[src/logic/ipb_pkg.sv]
/*
 Constants for the interrupt priority bank: register map, field layout,
 reset values and bus response codes.
 Assumes a 32-bit AXI4-Lite register port on a single clock.
*/
// Operation
// RULE1: field 111 means level 7, highest
// RULE2: values from 001 up rank ascending levels
// RULE3: field 000 disables its source entirely
// RULE4: every field resets to 100, level four
// RULE5: fields sit at 14:12, 10:8, 6:4, 2:0
// RULE6: bits 15, 11, 7, 3 read zero
// RULE7: unimplemented bits ignore writes; fields read/write
package ipb_pkg;
   localparam int IPB_ADDR_W = 8;
   localparam int IPB_DATA_W = 32;
   localparam int IPB_STRB_W = IPB_DATA_W / 8;
   localparam int IPB_BYTE_W = 8;
   localparam int IPB_WORD_LSB = 2;
   localparam int IPB_NUM_SRC = 4;
   localparam int IPB_FIELD_W = 3;
   localparam int IPB_REG_W = 16;

   localparam logic [IPB_ADDR_W-1:0] IPB_PRIO_OFFSET = 8'h00;

   // Field positions inside peripheral_priority_two
   localparam int IPB_SERIAL_RX_LSB = 12;
   localparam int IPB_SPI_EVENT_LSB = 8;
   localparam int IPB_SPI_FAULT_LSB = 4;
   localparam int IPB_TIMER_THREE_LSB = 0;

   // Source index i uses IPB_FIELD_LSB[i]
   localparam int IPB_FIELD_LSB [IPB_NUM_SRC] = '{
      IPB_TIMER_THREE_LSB, IPB_SPI_FAULT_LSB,
      IPB_SPI_EVENT_LSB, IPB_SERIAL_RX_LSB};
   localparam int IPB_SRC_TIMER_THREE = 0;
   localparam int IPB_SRC_SPI_FAULT = 1;
   localparam int IPB_SRC_SPI_EVENT = 2;
   localparam int IPB_SRC_SERIAL_RX = 3;

   localparam logic [IPB_FIELD_W-1:0] IPB_FIELD_RESET = 3'h4;
   localparam logic [IPB_FIELD_W-1:0] IPB_FIELD_OFF = 3'h0;
   localparam logic [IPB_FIELD_W-1:0] IPB_LEVEL_MIN = 3'h1;
   localparam logic [IPB_FIELD_W-1:0] IPB_LEVEL_MAX = 3'h7;

   localparam logic [IPB_REG_W-1:0] IPB_IMPL_MASK = 16'h7777;

   localparam logic [1:0] IPB_RESP_OKAY = 2'h0;
   localparam logic [1:0] IPB_RESP_SLVERR = 2'h2;
endpackage : ipb_pkg

[src/logic/ipb_field_if.sv]
/*
 Carrier between the bank and one priority field store.
 Assumes both ends run on the bank clock.
*/
`timescale 1ns/1ps
interface ipb_field_if;
   import ipb_pkg::*;
   logic wr_en;
   logic [IPB_FIELD_W-1:0] wr_value;
   logic [IPB_FIELD_W-1:0] value;
   logic active;

   modport ctrl (output wr_en, output wr_value,
                 input value, input active);
   modport store (input wr_en, input wr_value,
                  output value, output active);
endinterface : ipb_field_if

[src/logic/ipb_bank.sv]
/*
 Interrupt priority bank: one 16-bit priority register behind an
 AXI4-Lite slave, four field stores, and request gating per source.
 Assumes source requests come from logic on aclk; one write and one
 read at most in flight, as AXI4-Lite masters keep.
*/
// Our own choices: the AXI4-Lite interface to the registers and the register offsets.
`timescale 1ns/1ps
module ipb_bank #(
   parameter int ADDR_W = ipb_pkg::IPB_ADDR_W
) (
   // Clock and reset
   input wire logic aclk,
   input wire logic aresetn,
   // Write address channel
   input wire logic [ADDR_W-1:0] s_axi_awaddr,
   input wire logic [2:0] s_axi_awprot,
   input wire logic s_axi_awvalid,
   output logic s_axi_awready,
   // Write data channel
   input wire logic [ipb_pkg::IPB_DATA_W-1:0] s_axi_wdata,
   input wire logic [ipb_pkg::IPB_STRB_W-1:0] s_axi_wstrb,
   input wire logic s_axi_wvalid,
   output logic s_axi_wready,
   // Write response channel
   output logic [1:0] s_axi_bresp,
   output logic s_axi_bvalid,
   input wire logic s_axi_bready,
   // Read address channel
   input wire logic [ADDR_W-1:0] s_axi_araddr,
   input wire logic [2:0] s_axi_arprot,
   input wire logic s_axi_arvalid,
   output logic s_axi_arready,
   // Read data channel
   output logic [ipb_pkg::IPB_DATA_W-1:0] s_axi_rdata,
   output logic [1:0] s_axi_rresp,
   output logic s_axi_rvalid,
   input wire logic s_axi_rready,
   // Source requests, index per ipb_pkg source numbers
   input wire logic [ipb_pkg::IPB_NUM_SRC-1:0] src_request,
   // Gated requests and field values
   output logic [ipb_pkg::IPB_NUM_SRC-1:0] irq_request,
   output logic [ipb_pkg::IPB_FIELD_W-1:0] serial_rx_priority,
   output logic [ipb_pkg::IPB_FIELD_W-1:0] spi_event_priority,
   output logic [ipb_pkg::IPB_FIELD_W-1:0] spi_fault_priority,
   output logic [ipb_pkg::IPB_FIELD_W-1:0] timer_three_priority
);
   import ipb_pkg::*;

   logic aw_held;
   logic w_held;
   logic [ADDR_W-1:0] aw_addr;
   logic [IPB_DATA_W-1:0] w_data;
   logic [IPB_STRB_W-1:0] w_strb;
   logic wr_commit;
   logic [IPB_FIELD_W-1:0] prio_val [IPB_NUM_SRC];
   logic [IPB_NUM_SRC-1:0] active_val;
   logic [IPB_REG_W-1:0] reg_view;

   // Word-aligned decode, shared by both directions
   function automatic logic reg_hit(input logic [ADDR_W-1:0] addr);
      reg_hit = (addr[ADDR_W-1:IPB_WORD_LSB] ==
                 IPB_PRIO_OFFSET[ADDR_W-1:IPB_WORD_LSB]);
   endfunction : reg_hit

   // Protection bits carry no meaning for this register
   assign wr_commit = aw_held && w_held && !s_axi_bvalid;

   // Write address, taken independently of data
   always_ff @(posedge aclk) begin
      if (!aresetn) begin
         aw_held <= 1'b0;
         aw_addr <= '0;
         s_axi_awready <= 1'b1;
      end else if (s_axi_awvalid && s_axi_awready) begin
         aw_held <= 1'b1;
         aw_addr <= s_axi_awaddr;
         s_axi_awready <= 1'b0;
      end else if (s_axi_bvalid && s_axi_bready) begin
         aw_held <= 1'b0;
         s_axi_awready <= 1'b1;
      end
   end

   // Write data, taken independently of address
   always_ff @(posedge aclk) begin
      if (!aresetn) begin
         w_held <= 1'b0;
         w_data <= '0;
         w_strb <= '0;
         s_axi_wready <= 1'b1;
      end else if (s_axi_wvalid && s_axi_wready) begin
         w_held <= 1'b1;
         w_data <= s_axi_wdata;
         w_strb <= s_axi_wstrb;
         s_axi_wready <= 1'b0;
      end else if (s_axi_bvalid && s_axi_bready) begin
         w_held <= 1'b0;
         s_axi_wready <= 1'b1;
      end
   end

   // Response one cycle after both halves are held
   always_ff @(posedge aclk) begin
      if (!aresetn) begin
         s_axi_bvalid <= 1'b0;
         s_axi_bresp <= IPB_RESP_OKAY;
      end else if (wr_commit) begin
         s_axi_bvalid <= 1'b1;
         s_axi_bresp <= reg_hit(aw_addr) ? IPB_RESP_OKAY :
                        IPB_RESP_SLVERR;
      end else if (s_axi_bready) begin
         s_axi_bvalid <= 1'b0;
      end
   end

   // Field stores, one per source
   genvar gi;
   generate
      for (gi = 0; gi < IPB_NUM_SRC; gi++) begin : g_field
         localparam int LSB = IPB_FIELD_LSB[gi];
         ipb_field_if fld_bus ();
         // RULE5 field placement
         // RULE7 only field bits reach stores
         assign fld_bus.wr_en = wr_commit && reg_hit(aw_addr) &&
                                w_strb[LSB / IPB_BYTE_W];
         assign fld_bus.wr_value = w_data[LSB +: IPB_FIELD_W];
         assign prio_val[gi] = fld_bus.value;
         assign active_val[gi] = fld_bus.active;
         ipb_prio_field u_field (
            .aclk (aclk),
            .aresetn (aresetn),
            .fld (fld_bus.store)
         );
      end
   endgenerate

   assign serial_rx_priority = prio_val[IPB_SRC_SERIAL_RX];
   assign spi_event_priority = prio_val[IPB_SRC_SPI_EVENT];
   assign spi_fault_priority = prio_val[IPB_SRC_SPI_FAULT];
   assign timer_three_priority = prio_val[IPB_SRC_TIMER_THREE];

   // RULE6 gaps stay zero
   always_comb begin
      reg_view = '0;
      for (int i = 0; i < IPB_NUM_SRC; i++) begin
         reg_view[IPB_FIELD_LSB[i] +: IPB_FIELD_W] = prio_val[i];
      end
   end

   // Read path; the data word is the state before any same-edge write
   always_ff @(posedge aclk) begin
      if (!aresetn) begin
         s_axi_arready <= 1'b1;
         s_axi_rvalid <= 1'b0;
         s_axi_rdata <= '0;
         s_axi_rresp <= IPB_RESP_OKAY;
      end else if (s_axi_arvalid && s_axi_arready) begin
         s_axi_arready <= 1'b0;
         s_axi_rvalid <= 1'b1;
         if (reg_hit(s_axi_araddr)) begin
            s_axi_rdata <= {{(IPB_DATA_W - IPB_REG_W){1'b0}}, reg_view};
            s_axi_rresp <= IPB_RESP_OKAY;
         end else begin
            s_axi_rdata <= '0;
            s_axi_rresp <= IPB_RESP_SLVERR;
         end
      end else if (s_axi_rvalid && s_axi_rready) begin
         s_axi_rvalid <= 1'b0;
         s_axi_arready <= 1'b1;
      end
   end

   // RULE3 disabled never requests
   // RULE2 any nonzero level passes
   always_ff @(posedge aclk) begin
      if (!aresetn) begin
         irq_request <= '0;
      end else begin
         irq_request <= src_request & active_val;
      end
   end

   generate
      for (gi = 0; gi < IPB_NUM_SRC; gi++) begin : g_check

      end
   endgenerate
endmodule : ipb_bank

[src/logic/ipb_prio_field.sv]
/*
 One 3-bit priority field with its reset level and an enable flag.
 Assumes write enable and value come from the bank on the same clock.
*/
`timescale 1ns/1ps
module ipb_prio_field (
   // Clock and reset
   input wire logic aclk,
   input wire logic aresetn,
   // Bank side
   ipb_field_if.store fld
);
   import ipb_pkg::*;

   // RULE4 reset level four
   always_ff @(posedge aclk) begin
      if (!aresetn) begin
         fld.value <= IPB_FIELD_RESET;
      end else if (fld.wr_en) begin
         // RULE1 all three bits kept
         // RULE7 field fully writable
         fld.value <= fld.wr_value;
      end
   end

   // Kept as a flop so the enable never lags the stored level
   always_ff @(posedge aclk) begin
      if (!aresetn) begin
         fld.active <= (IPB_FIELD_RESET != IPB_FIELD_OFF);
      end else if (fld.wr_en) begin
         // RULE3 zero disables source
         fld.active <= (fld.wr_value != IPB_FIELD_OFF);
      end
   end
endmodule : ipb_prio_field

[config.mk]
export PLATFORM = sky130hd
export DESIGN_NAME = ipb_bank
export DESIGN_NICKNAME = d
export VERILOG_FILES = /design/src/logic/ipb_pkg.sv /design/src/logic/ipb_field_if.sv /design/src/logic/ipb_bank.sv /design/src/logic/ipb_prio_field.sv
export SDC_FILE = /design/constraint.sdc
export NUM_CORES = 1
export LEC_CHECK = 0
export BUFFER_PORTS_ARGS = -buffer_cell sky130_fd_sc_hd__buf_2
export CORE_MARGIN = 2
export CORE_UTILIZATION = 40
export CTS_BUF_LIST = sky130_fd_sc_hd__clkbuf_16
export DETAILED_ROUTE_END_ITERATION = 10
export PLACE_DENSITY = 0.81
export SYNTH_ARGS = -nofsm -noshare
export SYNTH_HDL_FRONTEND = slang
export SYNTH_SLANG_ARGS = --single-unit
[constraint.sdc]
create_clock -name aclk -period 1.7 [get_ports aclk]
set_input_delay 0.085 -clock aclk [delete_from_list [all_inputs] [get_ports aclk]]
set_output_delay 0.085 -clock aclk [all_outputs]
set_load 0.02 [all_outputs]
==> reports/results.ini <==
[final_layout]
drive_gt1_share_pct=25.5
layout.nets=420
areaGrowthSynthToFinish_pct=22.3
multi_input_area_um2=1170
num_antenna_cells=0
fillers=596
seq_area_um2=1220
postLayoutCellArea_um2=3140

[power_and_ir_drop]
switching_share_pct=23.5
vdd_drop_max_v=0.000626
internal_power_uw=2540
powerDensity_nw_per_um2=1060
clkPwrFrac_pct=45.0
power_leakage_uw=0.00141
p_seq_share_pct=45.8
p_switching_uw=781
combPwrFrac_pct=9.2

[synthesis]
yosys.cell_types.count=26
syn_area_um2=2570
ys_seq_area_share_pct=47.6
syn_inst=283
ys_warn_count=0
ys_ff_latch=61
avgSynthCellArea_um2=9.07

[job]
drv_cap=0

[hold_path]
hold_path.class=input pin to flip-flop
hold-path-endpoint=irq_request[0]$_SDFF_PN0_
holdCritStartpoint=src_request[0]
holdPathStages=2

[placement]
dpl_cell_area_um2=2880
place.gp.congestion=0.712
hpwl_um=3820
io_buffers=71

[die]
die_h_um=84.1
core_um2=6280
pin_count=126
die_w_um=84.1
start_util_pct=40.9
die-area_um2=7070
num_rows=29

[detailed_routing]
drt_pass1_iterations=4
wl_um=5220
vias=2049
avgRoutedWirePerCell_um=12.1
drc=0
routed_via_density=4.77
drt_iter0_drc=62
ant_nets=0

[clocking]
tritoncts.num_buffers=9
cts-root-buf=clkbuf_16
cts_tree=done
clk_pin_slew_ns=0.05
ctsResizeCount=0
htree_num_levels=3
cts_buffer_depth=2
cts_sinks=61
insertion_delay_ns=0.31

[worst_setup_path]
cp_slowest_cell=nand4_2
r2r_cells=3
reg2reg_from=aw_addr[2]$_SDFFE_PN0P_
worstPathCellList=nor4_4, nand4_2, mux2i_1
cpPeakStageDelay_ns=0.39
endpoint_kind=flip-flop
cp_max_fo=8
start_kind=flip-flop
cp.required_ns=1.93
r2r-end=g_field[2].u_field.fld.active$_SDFFE_PN1P_
cp.arrival_ns=1.68
r2r_setup_slack_ns=0.24
critical_path_class=flip-flop to flip-flop

[global_route]
grt_pass1_vias=1834
grt_use_total_pct=15.0
grt_pass1_wl_um=8490
grt-ovfl-total=0
grt_max_degree=32
antenna_found_initial=0

[timing]
fin_crit_sh_pct=85.7
rsz0062_at_grt=no
maxSlewHeadroom_pct=53.9
fin_tns_setup_ns=0
hold_viol_final=0
fin_worst_skew_ns=0.00583
tightest_slew_ns=0.686
drv_slew=0
max_freq_mhz=687
period_needed_ns=1.46
setup_viol_count_final=0

[status]
status=complete, no violations

## worst max path at each step
stage                                    from                                            to  slack [ns]  depth (start not counted)
detailed placement    aw_addr[2]$_SDFFE_PN0P_  g_field[2].u_field.fld.value[0]$_SDFFE_PN0P_        0.28                          3
CTS                   aw_addr[2]$_SDFFE_PN0P_    g_field[2].u_field.fld.active$_SDFFE_PN1P_        0.21                          3
finish                aw_addr[2]$_SDFFE_PN0P_    g_field[2].u_field.fld.active$_SDFFE_PN1P_        0.24                          3
global route          aw_addr[2]$_SDFFE_PN0P_    g_field[2].u_field.fld.active$_SDFFE_PN1P_        0.17                          3
global placement      aw_addr[2]$_SDFFE_PN0P_    g_field[2].u_field.fld.active$_SDFFE_PN1P_        0.34                          3
floorplan           s_axi_bvalid$_SDFFE_PN0P_    g_field[0].u_field.fld.active$_SDFFE_PN1P_        0.35                          5
## area by class of cell
| class | count | area share, % |
|---|---|---|
| Sequential cell | 61 | 38.9 |
| Multi-Input combinational cell | 202 | 37.3 |
| Timing Repair Buffer | 77 | 12.9 |
| Clock buffer | 9 | 7.17 |
| Tap cell | 77 | 3.07 |
| Clock inverter | 4 | 0.598 |
## worst max-delay path: cells and delay by family, from the launching register on
family	cells	cell delay, ns
flip-flops	1	0.34
multiplexers	1	0.29
AND/OR/NAND/NOR	2	0.74
## stage by stage
| stage | power, uW | utilization [%] | std cells | hold WS (ns) | setup WS (ns) |
|---|---|---|---|---|---|
| finish | 3320 | 50.0 | 430 | 0.0149 | 0.244 |
| global route | 3480 | 50.0 | 430 | 0.0198 | 0.168 |
| CTS | 3360 | 50.0 | 430 | 0.00422 | 0.213 |
| detailed placement | 1850 | 45.8 | 415 | 0.324 | 0.275 |
| global placement | 1840 | 45.8 | 415 | 0.319 | 0.336 |
| floorplan | 1800 | - | 304 | 0.230 | 0.352 |
## cells in the final DEF (no fill, tap or decap)
cell,Yosys,routed
a21boi_1,1,1
conb_1,1,22
nand2b_1,1,1
o21ai_0,3,3
and2_1,3,3
nand4_1,12,12
dlygate4sd3_1,0,2
a21oi_1,2,2
o21a_1,1,1
and4_1,1,1
a21boi_0,33,33
o211a_1,2,2
nor4_4,2,2
clkinv_1,0,1
nor2b_1,14,14
buf_4,22,4
clkinv_2,0,3
mux2i_1,16,16
buf_2,6,71
nand3_1,8,8
nor3b_1,4,4
nor2_1,2,2
nand2_1,69,69
and3_1,4,4
and3b_1,1,1
clkbuf_16,0,9
nand4_2,1,1
dfxtp_1,61,61
## power groups by stage
| stage | sequential (uW) | combinational (uW) | clock, uW |
|---|---|---|---|
| after floorplan | 1560 | 232 | 0 |
| after global placement | 1550 | 296 | 0 |
| after detailed placement | 1550 | 302 | 0 |
| after CTS | 1520 | 307 | 1530 |
| after global routing | 1530 | 341 | 1610 |
| final | 1520 | 305 | 1490 |
## synthesized netlist by cell type
cell | n | area (um^2)
nor2_1 | 2 | 7.51
nand2b_1 | 1 | 6.26
a21oi_1 | 2 | 10.0
and2_1 | 3 | 18.8
o21ai_0 | 3 | 15.0
a21boi_0 | 33 | 248
clkbuf_1 | 12 | 45.0
buf_6 | 1 | 11.3
buf_4 | 22 | 165
and3b_1 | 1 | 8.76
nand4_2 | 1 | 12.5
mux2i_1 | 16 | 160
and4_1 | 1 | 8.76
nor4_4 | 2 | 42.5
dfxtp_1 | 61 | 1220
o21a_1 | 1 | 7.51
nand3_1 | 8 | 40.0
and3_1 | 4 | 25.0
nor2b_1 | 14 | 87.6
a21boi_1 | 1 | 7.51
conb_1 | 1 | 3.75
nor3b_1 | 4 | 30.0
nand4_1 | 12 | 75.1
nand2_1 | 69 | 259
buf_2 | 6 | 30.0
o211a_1 | 2 | 20.0
## per-layer routing
layer | vias up | global-route usage [%] | routed length [um]
li1 | 1040 | - | -
met1 | 939 | 20.0 | 2470
met2 | 66 | 22.6 | 2380
met3 | 4 | 4.55 | 311
met4 | 0 | 6.16 | 56
met5 | - | 0 | 0
## flip-flops by register name (all words and copies together), names as in the netlist
signal,flops
aw_addr,6
aw_held,1
g_field.u_field.fld.active,4
g_field.u_field.fld.value,12
irq_request,4
s_axi_arready,1
s_axi_awready,1
s_axi_bresp,1
s_axi_bvalid,1
s_axi_rdata,12
s_axi_rresp,1
s_axi_rvalid,1
s_axi_wready,1
w_data,12
w_held,1
w_strb,2
## timing repair
item                                   in CTS  in global routing
setup buffers                               0                  0
endpoints found under the hold margin       2                  0
hold buffers                                2                  0
## cells by family after synthesis
logic type,synth area share (%)
compound gates,12.0
flops,47.6
buf+inv,9.80
simple gates,24.2
other cells,0.146
mux,6.24
(Power assumes the default switching activity.)
